$ cat src/hw/enc_pos_consts.svh
// constants for the encoder position counter: offsets, fields, reset values
// ----------------------------------------------------------------------------
// How it works
// - counting starts only after software sets the arm bit.
// - in single-edge mode the count goes up when A leads B and down when B leads A.
// - in single-edge mode the up step is taken on A rising and the down step on A falling.
// - in double-edge mode both edges of A count, two steps per cycle, direction by lead.
// - in quadruple-edge mode every edge of A and B counts, four steps per cycle.
// - with index reload on, the count is loaded with the reload value while the index is high in the chosen phase.
// - a counting edge that enters the reload phase is applied before the reload.
// - the reload is done within one clock after the phase and index are both true.
// - after a reload counting goes on from the loaded value in the same mode.
// - in two-pulse mode A rising counts up and B rising counts down.
// - the count can be read on demand or sampled into a buffer by a sample clock.
// - in buffered mode each active sample clock edge captures the count for the DMA path; the code loses an edge that finds the fifo full and sets overrun.
// - sampling never clears the count; samples are cumulative since arming.
// - the sample clock comes on the gate input with a selectable active edge.
// ----------------------------------------------------------------------------
`ifndef ENC_POS_CONSTS_SVH
`define ENC_POS_CONSTS_SVH
`define ADDR_CTRL 4'h0
`define ADDR_RELOAD 4'h1
`define ADDR_COUNT 4'h2
`define ADDR_STATUS 4'h3
`define ADDR_SAMPLE 4'h4
`define CTRL_ARM 0
`define CTRL_MODE_LO 1
`define CTRL_MODE_HI 2
`define CTRL_IDX_EN 3
`define CTRL_PHASE_LO 4
`define CTRL_PHASE_HI 5
`define CTRL_BUF_EN 6
`define CTRL_FALL_EDGE 7
`define CTRL_RESET 32'h0000_0000
`define RELOAD_RESET 32'h0000_0000
`define FIFO_DEPTH 4
`define COUNT_W 32
`endif

$ cat src/hw/enc_pos_pkg.sv
// types shared by the encoder position counter
package enc_pos_pkg;
    typedef enum logic [1:0] {
        quad_single_edge_mode = 2'h0,
        quad_double_edge_mode = 2'h1,
        quad_quadruple_edge_mode = 2'h2,
        two_pulse_mode = 2'h3
    } enc_mode_t;
    typedef struct packed {
        logic a;
        logic b;
        logic z;
    } enc_chan_t;
    typedef struct packed {
        logic fall_edge;
        logic buf_en;
        logic [1:0] phase;
        logic idx_en;
        enc_mode_t mode;
        logic arm;
    } ctrl_t;
endpackage

$ cat src/hw/enc_pos.sv
// encoder position counter with avalon-mm registers and sample fifo
`timescale 1ns/1ps
`include "enc_pos_consts.svh"

// ----------------------------------------------------------------------------
// sample fifo
// ----------------------------------------------------------------------------
module sample_fifo #(
    parameter int WIDTH = 32,
    parameter int DEPTH = 4
) (
    input wire logic clk_in,
    input wire logic rst_in,
    input wire logic in_valid_in,
    output logic in_ready_out,
    input wire logic [WIDTH-1:0] in_data_in,
    output logic out_valid_out,
    input wire logic out_ready_in,
    output logic [WIDTH-1:0] out_data_out
);
    localparam int AW = $clog2(DEPTH);
    logic [WIDTH-1:0] mem [DEPTH];
    logic [AW-1:0] wr_ptr_reg;
    logic [AW-1:0] rd_ptr_reg;
    logic [AW:0] used_reg;
    logic push;
    logic pop;

    // handshakes on each side; full and empty come from the fill level,
    // which is one bit wider than the pointers so that a full fifo and
    // an empty one never look alike when the pointers meet
    assign in_ready_out = (used_reg != (AW+1)'(DEPTH));
    assign out_valid_out = (used_reg != '0);
    assign out_data_out = mem[rd_ptr_reg];
    assign push = in_valid_in && in_ready_out;
    assign pop = out_valid_out && out_ready_in;

    // storage has no reset so it can map to plain ram
    always_ff @(posedge clk_in) begin
        if (push) begin
            mem[wr_ptr_reg] <= in_data_in;
        end
    end

    // pointers wrap naturally since depth is a power of two
    always_ff @(posedge clk_in or posedge rst_in) begin
        if (rst_in) begin
            wr_ptr_reg <= '0;
            rd_ptr_reg <= '0;
            used_reg <= '0;
        end else begin
            if (push) begin
                wr_ptr_reg <= wr_ptr_reg + 1'b1;
            end
            if (pop) begin
                rd_ptr_reg <= rd_ptr_reg + 1'b1;
            end
            if (push && !pop) begin
                used_reg <= used_reg + 1'b1;
            end else if (pop && !push) begin
                used_reg <= used_reg - 1'b1;
            end
        end
    end
endmodule

// ----------------------------------------------------------------------------
// position counter top
// ----------------------------------------------------------------------------
module enc_pos (
    input wire logic clk_in,
    input wire logic rst_in,
    input wire logic [3:0] avs_address_in,
    input wire logic avs_read_in,
    input wire logic avs_write_in,
    input wire logic [31:0] avs_writedata_in,
    input wire logic [3:0] avs_byteenable_in,
    output logic [31:0] avs_readdata_out,
    output logic avs_waitrequest_out,
    input wire logic chan_a_in,
    input wire logic chan_b_in,
    input wire logic chan_z_in,
    input wire logic gate_in,
    output logic [31:0] dma_data_out,
    output logic dma_valid_out,
    input wire logic dma_ready_in,
    output logic overrun_out
);
    // bus handshake states, one-hot
    typedef enum logic [1:0] {
        bus_idle = 2'b01,
        bus_ack = 2'b10
    } bus_state_t;

    enc_pos_pkg::ctrl_t ctrl_reg;
    logic [31:0] reload_reg;
    logic [31:0] count_reg;
    logic [31:0] count_next;
    enc_pos_pkg::enc_chan_t sync1_reg;
    enc_pos_pkg::enc_chan_t sync2_reg;
    enc_pos_pkg::enc_chan_t prev_reg;
    logic gate_s1_reg;
    logic gate_s2_reg;
    logic gate_prev_reg;
    logic overrun_reg;
    bus_state_t bus_reg;
    logic step_up;
    logic step_dn;
    logic a_rise;
    logic a_fall;
    logic b_rise;
    logic b_fall;
    logic [1:0] phase_now;
    logic reload_hit;
    logic sample_edge;
    logic fifo_in_ready;
    logic fifo_out_valid;
    logic [31:0] fifo_out_data;
    logic dma_take;
    logic bus_wr;
    logic bus_rd;

    // apply byte enables to a register word; both writable registers use it
    function automatic logic [31:0] merge_bytes(input logic [31:0] old_val,
                                                input logic [31:0] new_val,
                                                input logic [3:0] be);
        logic [31:0] res;
        res = old_val;
        for (int i = 0; i < 4; i++) begin
            if (be[i]) begin
                res[i*8 +: 8] = new_val[i*8 +: 8];
            end
        end
        return res;
    endfunction

    // ------------------------------------------------------------------------
    // input synchronisers
    // ------------------------------------------------------------------------
    // encoder pins are asynchronous; the first stage feeds only the second.
    // all stages reset to the idle low level, so no false edge follows reset
    always_ff @(posedge clk_in or posedge rst_in) begin
        if (rst_in) begin
            sync1_reg <= '0;
            sync2_reg <= '0;
            prev_reg <= '0;
        end else begin
            sync1_reg <= '{a: chan_a_in, b: chan_b_in, z: chan_z_in};
            sync2_reg <= sync1_reg;
            prev_reg <= sync2_reg; // history for edge detection
        end
    end

    // the sample clock is just as asynchronous and gets its own two stages
    always_ff @(posedge clk_in or posedge rst_in) begin
        if (rst_in) begin
            gate_s1_reg <= 1'b0;
            gate_s2_reg <= 1'b0;
            gate_prev_reg <= 1'b0;
        end else begin
            gate_s1_reg <= gate_in;
            gate_s2_reg <= gate_s1_reg;
            gate_prev_reg <= gate_s2_reg;
        end
    end

    // ------------------------------------------------------------------------
    // edge and direction decode
    // ------------------------------------------------------------------------
    // a pin edge reaches the count on the third clock edge after it
    assign a_rise = sync2_reg.a && !prev_reg.a;
    assign a_fall = !sync2_reg.a && prev_reg.a;
    assign b_rise = sync2_reg.b && !prev_reg.b;
    assign b_fall = !sync2_reg.b && prev_reg.b;
    // phase is {b, a}, the order of the reload phase field
    assign phase_now = {sync2_reg.b, sync2_reg.a};

    // a leads b when a moves to differ from b, or b moves to equal a;
    // simultaneous rises in two-pulse mode cancel out
    always_comb begin
        step_up = 1'b0;
        step_dn = 1'b0;
        case (ctrl_reg.mode)
            enc_pos_pkg::quad_single_edge_mode: begin
                step_up = a_rise && !sync2_reg.b;
                step_dn = a_fall && !sync2_reg.b;
            end
            enc_pos_pkg::quad_double_edge_mode: begin
                step_up = (a_rise && !sync2_reg.b) || (a_fall && sync2_reg.b);
                step_dn = (a_fall && !sync2_reg.b) || (a_rise && sync2_reg.b);
            end
            enc_pos_pkg::quad_quadruple_edge_mode: begin
                step_up = (a_rise && !sync2_reg.b) || (a_fall && sync2_reg.b) ||
                          (b_rise && sync2_reg.a) || (b_fall && !sync2_reg.a);
                step_dn = (a_fall && !sync2_reg.b) || (a_rise && sync2_reg.b) ||
                          (b_rise && !sync2_reg.a) || (b_fall && sync2_reg.a);
            end
            enc_pos_pkg::two_pulse_mode: begin
                step_up = a_rise && !b_rise;
                step_dn = b_rise && !a_rise;
            end
            default: begin
                step_up = 1'b0;
                step_dn = 1'b0;
            end
        endcase
    end

    // reload only matters for quadrature modes, where phases exist;
    // the index is a level: while it stays high in the chosen phase
    // the count is held at the reload value
    assign reload_hit = ctrl_reg.idx_en && sync2_reg.z &&
                        (ctrl_reg.mode != enc_pos_pkg::two_pulse_mode) &&
                        (phase_now == ctrl_reg.phase);

    // ------------------------------------------------------------------------
    // position counter
    // ------------------------------------------------------------------------
    // the step is taken in the cycle the phase is entered and the reload in the
    // next, so the count shows the step for one cycle before being reloaded;
    // plain 32-bit add and subtract wrap at both ends
    always_comb begin
        count_next = count_reg;
        if (!ctrl_reg.arm) begin
            count_next = count_reg;
        end else if (step_up) begin
            count_next = count_reg + 32'h0000_0001;
        end else if (step_dn) begin
            count_next = count_reg - 32'h0000_0001;
        end else if (reload_hit) begin
            count_next = reload_reg;
        end
    end

    // arming from disarmed clears the count so samples are cumulative from arm
    always_ff @(posedge clk_in or posedge rst_in) begin
        if (rst_in) begin
            count_reg <= 32'h0000_0000;
        end else if (bus_wr && avs_address_in == `ADDR_CTRL && avs_byteenable_in[0] &&
                     avs_writedata_in[`CTRL_ARM] && !ctrl_reg.arm) begin
            count_reg <= 32'h0000_0000;
        end else begin
            count_reg <= count_next;
        end
    end

    // ------------------------------------------------------------------------
    // sample clock and buffer
    // ------------------------------------------------------------------------
    // the edge is judged on synchronised gate levels, only while armed
    assign sample_edge = ctrl_reg.arm && ctrl_reg.buf_en &&
                         (ctrl_reg.fall_edge ? (gate_prev_reg && !gate_s2_reg)
                                             : (!gate_prev_reg && gate_s2_reg));

    // the sample copies the count and leaves it running
    sample_fifo #(
        .WIDTH(`COUNT_W),
        .DEPTH(`FIFO_DEPTH)
    ) u_fifo (
        .clk_in(clk_in),
        .rst_in(rst_in),
        .in_valid_in(sample_edge),
        .in_ready_out(fifo_in_ready),
        .in_data_in(count_reg),
        .out_valid_out(fifo_out_valid),
        .out_ready_in(dma_take),
        .out_data_out(fifo_out_data)
    );

    // output stage register keeps the dma outputs straight from flops;
    // a word leaves the fifo only when the stage is empty or emptying,
    // so a stalled consumer backs up the fifo instead of losing data
    assign dma_take = fifo_out_valid && (!dma_valid_out || dma_ready_in);
    always_ff @(posedge clk_in or posedge rst_in) begin
        if (rst_in) begin
            dma_valid_out <= 1'b0;
            dma_data_out <= 32'h0000_0000;
        end else if (dma_take) begin
            dma_valid_out <= 1'b1;
            dma_data_out <= fifo_out_data;
        end else if (dma_ready_in) begin
            dma_valid_out <= 1'b0;
        end
    end

    // a sample with no room is lost; sticky flag, set wins over clear,
    // so a loss between two polls is never missed
    always_ff @(posedge clk_in or posedge rst_in) begin
        if (rst_in) begin
            overrun_reg <= 1'b0;
        end else if (sample_edge && !fifo_in_ready) begin
            overrun_reg <= 1'b1;
        end else if (bus_wr && avs_address_in == `ADDR_STATUS && avs_writedata_in[0]) begin
            overrun_reg <= 1'b0;
        end
    end
    assign overrun_out = overrun_reg;

    // ------------------------------------------------------------------------
    // avalon-mm slave
    // ------------------------------------------------------------------------
    // one wait cycle per access; the answer comes on the second edge.
    // read data is loaded at the first edge so it stands when waitrequest
    // is seen low; a write lands only at that second edge
    assign bus_wr = avs_write_in && bus_reg == bus_ack;
    assign bus_rd = avs_read_in && bus_reg == bus_idle;
    always_ff @(posedge clk_in or posedge rst_in) begin
        if (rst_in) begin
            bus_reg <= bus_idle;
            avs_waitrequest_out <= 1'b1;
        end else begin
            case (bus_reg)
                bus_idle: begin
                    if (avs_read_in || avs_write_in) begin
                        bus_reg <= bus_ack;
                        avs_waitrequest_out <= 1'b0;
                    end
                end
                bus_ack: begin
                    bus_reg <= bus_idle;
                    avs_waitrequest_out <= 1'b1;
                end
                default: begin
                    bus_reg <= bus_idle;
                    avs_waitrequest_out <= 1'b1;
                end
            endcase
        end
    end

    // control register; only its low byte exists, the rest reads as zero
    always_ff @(posedge clk_in or posedge rst_in) begin
        if (rst_in) begin
            ctrl_reg <= 8'(`CTRL_RESET);
        end else if (bus_wr && avs_address_in == `ADDR_CTRL) begin
            ctrl_reg <= 8'(merge_bytes({24'h00_0000, ctrl_reg}, avs_writedata_in,
                                       avs_byteenable_in));
        end
    end

    // reload value; a change takes effect at the next index match
    always_ff @(posedge clk_in or posedge rst_in) begin
        if (rst_in) begin
            reload_reg <= `RELOAD_RESET;
        end else if (bus_wr && avs_address_in == `ADDR_RELOAD) begin
            reload_reg <= merge_bytes(reload_reg, avs_writedata_in, avs_byteenable_in);
        end
    end

    // register reads; unmapped addresses read as zero. the count is copied
    // once per access, so software sees one consistent value
    always_ff @(posedge clk_in or posedge rst_in) begin
        if (rst_in) begin
            avs_readdata_out <= 32'h0000_0000;
        end else if (bus_rd) begin
            case (avs_address_in)
                `ADDR_CTRL: avs_readdata_out <= {24'h00_0000, ctrl_reg};
                `ADDR_RELOAD: avs_readdata_out <= reload_reg;
                `ADDR_COUNT: avs_readdata_out <= count_reg;
                `ADDR_STATUS: avs_readdata_out <= {29'h0000_0000, fifo_out_valid,
                                                   !fifo_in_ready, overrun_reg};
                `ADDR_SAMPLE: avs_readdata_out <= dma_data_out;
                default: avs_readdata_out <= 32'h0000_0000;
            endcase
        end
    end
endmodule

$ cat config.mk
export PLATFORM = sky130hd
export DESIGN_NAME = enc_pos
export DESIGN_NICKNAME = d
export VERILOG_FILES = /design/src/hw/enc_pos_pkg.sv /design/src/hw/enc_pos.sv
export VERILOG_INCLUDE_DIRS = /design/src /design/src/hw
export SDC_FILE = /design/constraint.sdc
export NUM_CORES = 1
export LEC_CHECK = 0
export BUFFER_PORTS_ARGS = -buffer_cell sky130_fd_sc_hd__buf_2
export CORE_UTILIZATION = 35
export CTS_BUF_LIST = sky130_fd_sc_hd__clkbuf_4 sky130_fd_sc_hd__clkbuf_8
export DETAILED_ROUTE_END_ITERATION = 10
export GPL_ROUTABILITY_DRIVEN = 0
export PLACE_DENSITY = 0.59
export SLEW_MARGIN = 25
export SYNTH_ARGS = -nofsm -noshare
export SYNTH_HDL_FRONTEND = slang
export SYNTH_SLANG_ARGS = --single-unit
$ cat constraint.sdc
create_clock -name clk_in -period 6.8 [get_ports clk_in]
set_input_delay 0.68 -clock clk_in [delete_from_list [all_inputs] [get_ports clk_in]]
set_output_delay 0.68 -clock clk_in [all_outputs]
set_load 0.02 [all_outputs]
==> results summary <==
The detailed-router iteration count before antenna repair came out at 6. The worst setup slack after placement is between 3 and 4 ns. The via count of the first global-routing pass is between 9000 and 10000.

The post-synthesis adder-cell area fraction came out at 0.808%. The parity-gate share of the synthesized area counting xor and xnor cells came out at under 10%. Together, buffers and inverters on the worst path number 2. The total power consumption of the routed design came out at about 5.5 mW. Of the post-synthesis cell area, the part taken by muxes is 12.4%.

The final antenna diode count came out at 0. Entering global routing, the biggest net connects between 60 and 70 pins. The CTS tree is built. The latest clock arrival within the worst-skew pair came out at around 0.58 ns. The detailed-route wire length is 37300 um.

The number of max-slew violations in the final report came out at 0. The clock tree skew after final layout is ~0.02 ns. After layout, the worst setup slack is 3.50 ns. In this run, the number of DRC markers left after iteration 0 of detailed routing was about 950. The critical path's top delay family is compound AO/OA/AOI/OAI gates. The worst-case IR drop observed on VDD is around 0.16 mV. The critical path arrival came out at ~3.8 ns.

The initial antenna violation count is 1. The analysis attributes to cell leakage a power of between 5 and 6 nW. The data required time at the worst endpoint came out at just over 7 ns. The flip-flop count of the largest register, all copies and words added came out at approximately 130. The class of the tightest hold or removal check is primary input to asynchronous set/reset pin. During I/O placement, the number of pins put on the boundary was approximately 120. In the layout the commonest cells are dfrtp_1 (155), edfxtp_1 (128), buf_2 (115). The global-route congestion overflow total came out at 0. The combined global-route utilization of all metal layers is 19.5%. For this block, the via count after detailed routing is 9491. The post-synthesis to final-layout area growth came out at 15.1%. The total count of hold-check failures in the final report is 0. For this run, the number of Yosys warnings is 0. The complex-gate fraction of the synthesized area is 12.2%.

Setup repair after global routing left no endpoint under its margin. The maximum clock insertion buffer count came out at 3. The share of the yosys chip area belonging to registers is about three fifths. Max-cap violations in this run came to 0. In this design, the stage delay of the slowest critical-path cell is ~0.57 ns.

The slowest stage of the critical path is the dfrtp_1 cell. The clock-pin transition on the worst setup and hold timing paths came out at ~0.070 ns. The maximum operating frequency came out at 303 MHz. Post-CTS repair changed the size of 0 cells. For this run, the post-layout net count is 1179. The post-synthesis net count is ~1100. The synthesized area per cell came out at between 10 and 15 um2. The level count of the clock H-tree came out at 2.

By instance count, the cell type seen most on the critical path is buf_4. The register with the most flip-flops is u_fifo.mem. The die extent in y is 197 um. The worst slew margin relative to its limit came out at 31.9%. The simple logic cell fraction of the synthesized area is a little under an eighth. Hold is met by 0.143 ns. The power density normalized to cell area is between 300 and 400 mW/mm2. The category of the critical setup timing path is flop to flop. The number of hold buffers added after CTS came out at 0.

The count of input and output buffers is about 120. The slew at the pin with the worst max-slew slack is 1.01 ns. Yosys mapped a number of flops with a built-in enable equal to between 100 and 150. Traced cell by cell, the critical path runs through mux2i_1 > or4b_1 > nand3_1 > buf_4 > o31a_1 > buf_4 > o22ai_1 > a221o_1.

The setup total negative slack came out at 0 ns. The post-synthesis register bit count came out at 286. The core outline area came out at roughly 0.038 mm2. The row count is about 70. The average wire length per cell after detail routing came out at 22.3 um.

The HPWL after detailed placement came out at around 24000 um. Buffers inserted during clock tree synthesis total 49. Leaving out fill and tap cells, the most frequent cell in the layout is dfrtp_1. Setup violations remaining at the end of the flow were counted as 0. The wire length of the first global-routing pass is ~58000 um. The tree is rooted in a clkbuf_8. The die covers ~0.039 mm2. The share of final-layout standard cells stronger than drive strength 1 is 29.5%.

The sink count of the clock tree is between 200 and 300. The synthesized netlist contains between 80 and 90 unique library cells. The remaining antenna violation count is 0. The initial utilization of the core area, before any placement, comes to 35.4%.

After layout, the worst path uses a little under 50% of the clock period. The width of the chip is just under 200 um. The worst setup path is launched from a flop.

In this run the post-CTS setup repair buffer count came out at 0. The cell count after synthesis is 1025. The most frequently used flop master after synthesis is dfrtp_1. The largest fanout on the critical path came out at 47. The run finished with clean final reports. The fraction of registers with async set or reset after synthesis came out at a little under three fifths. The worst setup path is captured at a flop.

The number of vias per cell came out at 5.67. The total DRC errors in the routed layout is 0. The post-synth design cell area came out at roughly 0.013 mm2. The routed design could run at a clock period as short as between 3 and 4 ns.

The main combinational cell family by area after synthesis is multiplexers.
[metrics by stage]
step / cell area, um2 / utilization, % / instances
after global routing: 15300 / 40.8 / 1673
after floorplan: 13300 / - / 1025
after global placement: 14300 / 38.2 / 1581
after CTS: 15300 / 40.7 / 1672
after detailed placement: 14300 / 38.2 / 1581
final: 15300 / 40.8 / 1673
[worst paths after layout]
check / startpoint / to / slack (ns) / depth (start not counted)
max in group asynchronous: rst_in / u_fifo.rd_ptr_reg[1]$_DFFE_PP0P_ / 5.43 / 3
worst max register to register: phase_now[1]$_DFF_PP0_ / count_reg[5]$_DFFE_PP0P_ / 3.50 / 8
worst max-delay path: phase_now[1]$_DFF_PP0_ / count_reg[5]$_DFFE_PP0P_ / 3.50 / 8
min in group clk_in: gate_in / gate_s1_reg$_DFF_PP0_ / 0.21 / 1
worst min-delay path: rst_in / dma_valid_out$_DFFE_PP0P_ / 0.14 / 2
worst min register to register: sync1_reg[0]$_DFF_PP0_ / sync2_reg[0]$_DFF_PP0_ / 0.35 / 0
[per-layer routing]
metal / vias up / GRT usage [%] / part of all wire (%)
li1: 4219 / - / -
met1: 4840 / 27.7 / 45
met2: 371 / 30.8 / 47
met3: 61 / 3.25 / 6.7
met4: 0 / 5.31 / 1.9
met5: - / 0 / 0
[cell type report]
type                            instances  area (um2)
Tap cell                              511         639
Timing Repair Buffer                  135         746
Multi-Input combinational cell        636        5120
Fill cell                            3543       22300
Inverter                               14        57.6
Clock inverter                         23         111
Clock buffer                           68         848
Sequential cell                       286        7800
[where the power goes]
part / internal [mW] / switching [mW]
sequential: 2.11 / 0.509
combinational: 0.633 / 0.699
clock: 0.809 / 0.701
[synth_stat cells (5+ instances only)]
cell type    n  share of area (%)
a211oi_1     7               0.39
a21o_1       9               0.51
a21oi_1     22               0.83
a221o_1      5               0.38
a222oi_1    33                2.5
a22o_1       7               0.46
a31oi_1      6               0.28
and2_1       9               0.42
and3_1      15               0.71
buf_1        6               0.17
buf_2       20               0.75
buf_4        6               0.34
clkbuf_1    56                1.6
dfrtp_1    157                 30
edfxtp_1   128                 29
ha_1         7               0.66
inv_1       14               0.39
mux2_1       7               0.59
mux2_2      70                5.9
mux2i_1      6               0.45
mux4_2      32                5.4
nand2_1     74                2.1
nand3_1     36                1.4
nand4_1     15               0.71
nor2_1      26               0.73
nor3_1      20               0.75
nor3b_1      6               0.34
nor4_1      10               0.47
nor4b_1      5               0.33
o211ai_1     8               0.45
o21a_1       5               0.28
o21ai_0     49                1.8
o21ai_1      7               0.26
o22ai_1     10               0.47
o2bb2ai_1    5               0.33
or3_1       11               0.52
or4_1        6               0.34
xnor2_1     10               0.66
xor2_1      10               0.66
[cell families (layout without fill, tap and decap cells)]
family,Yosys count,in the layout
flops,286,286
simple gates,272,272
compound gates,221,221
mux,115,115
buf+inv,103,240
xor+xnor,20,20
fa+ha+maj,8,8
Note: power is estimated with default switching activity, not from simulation.
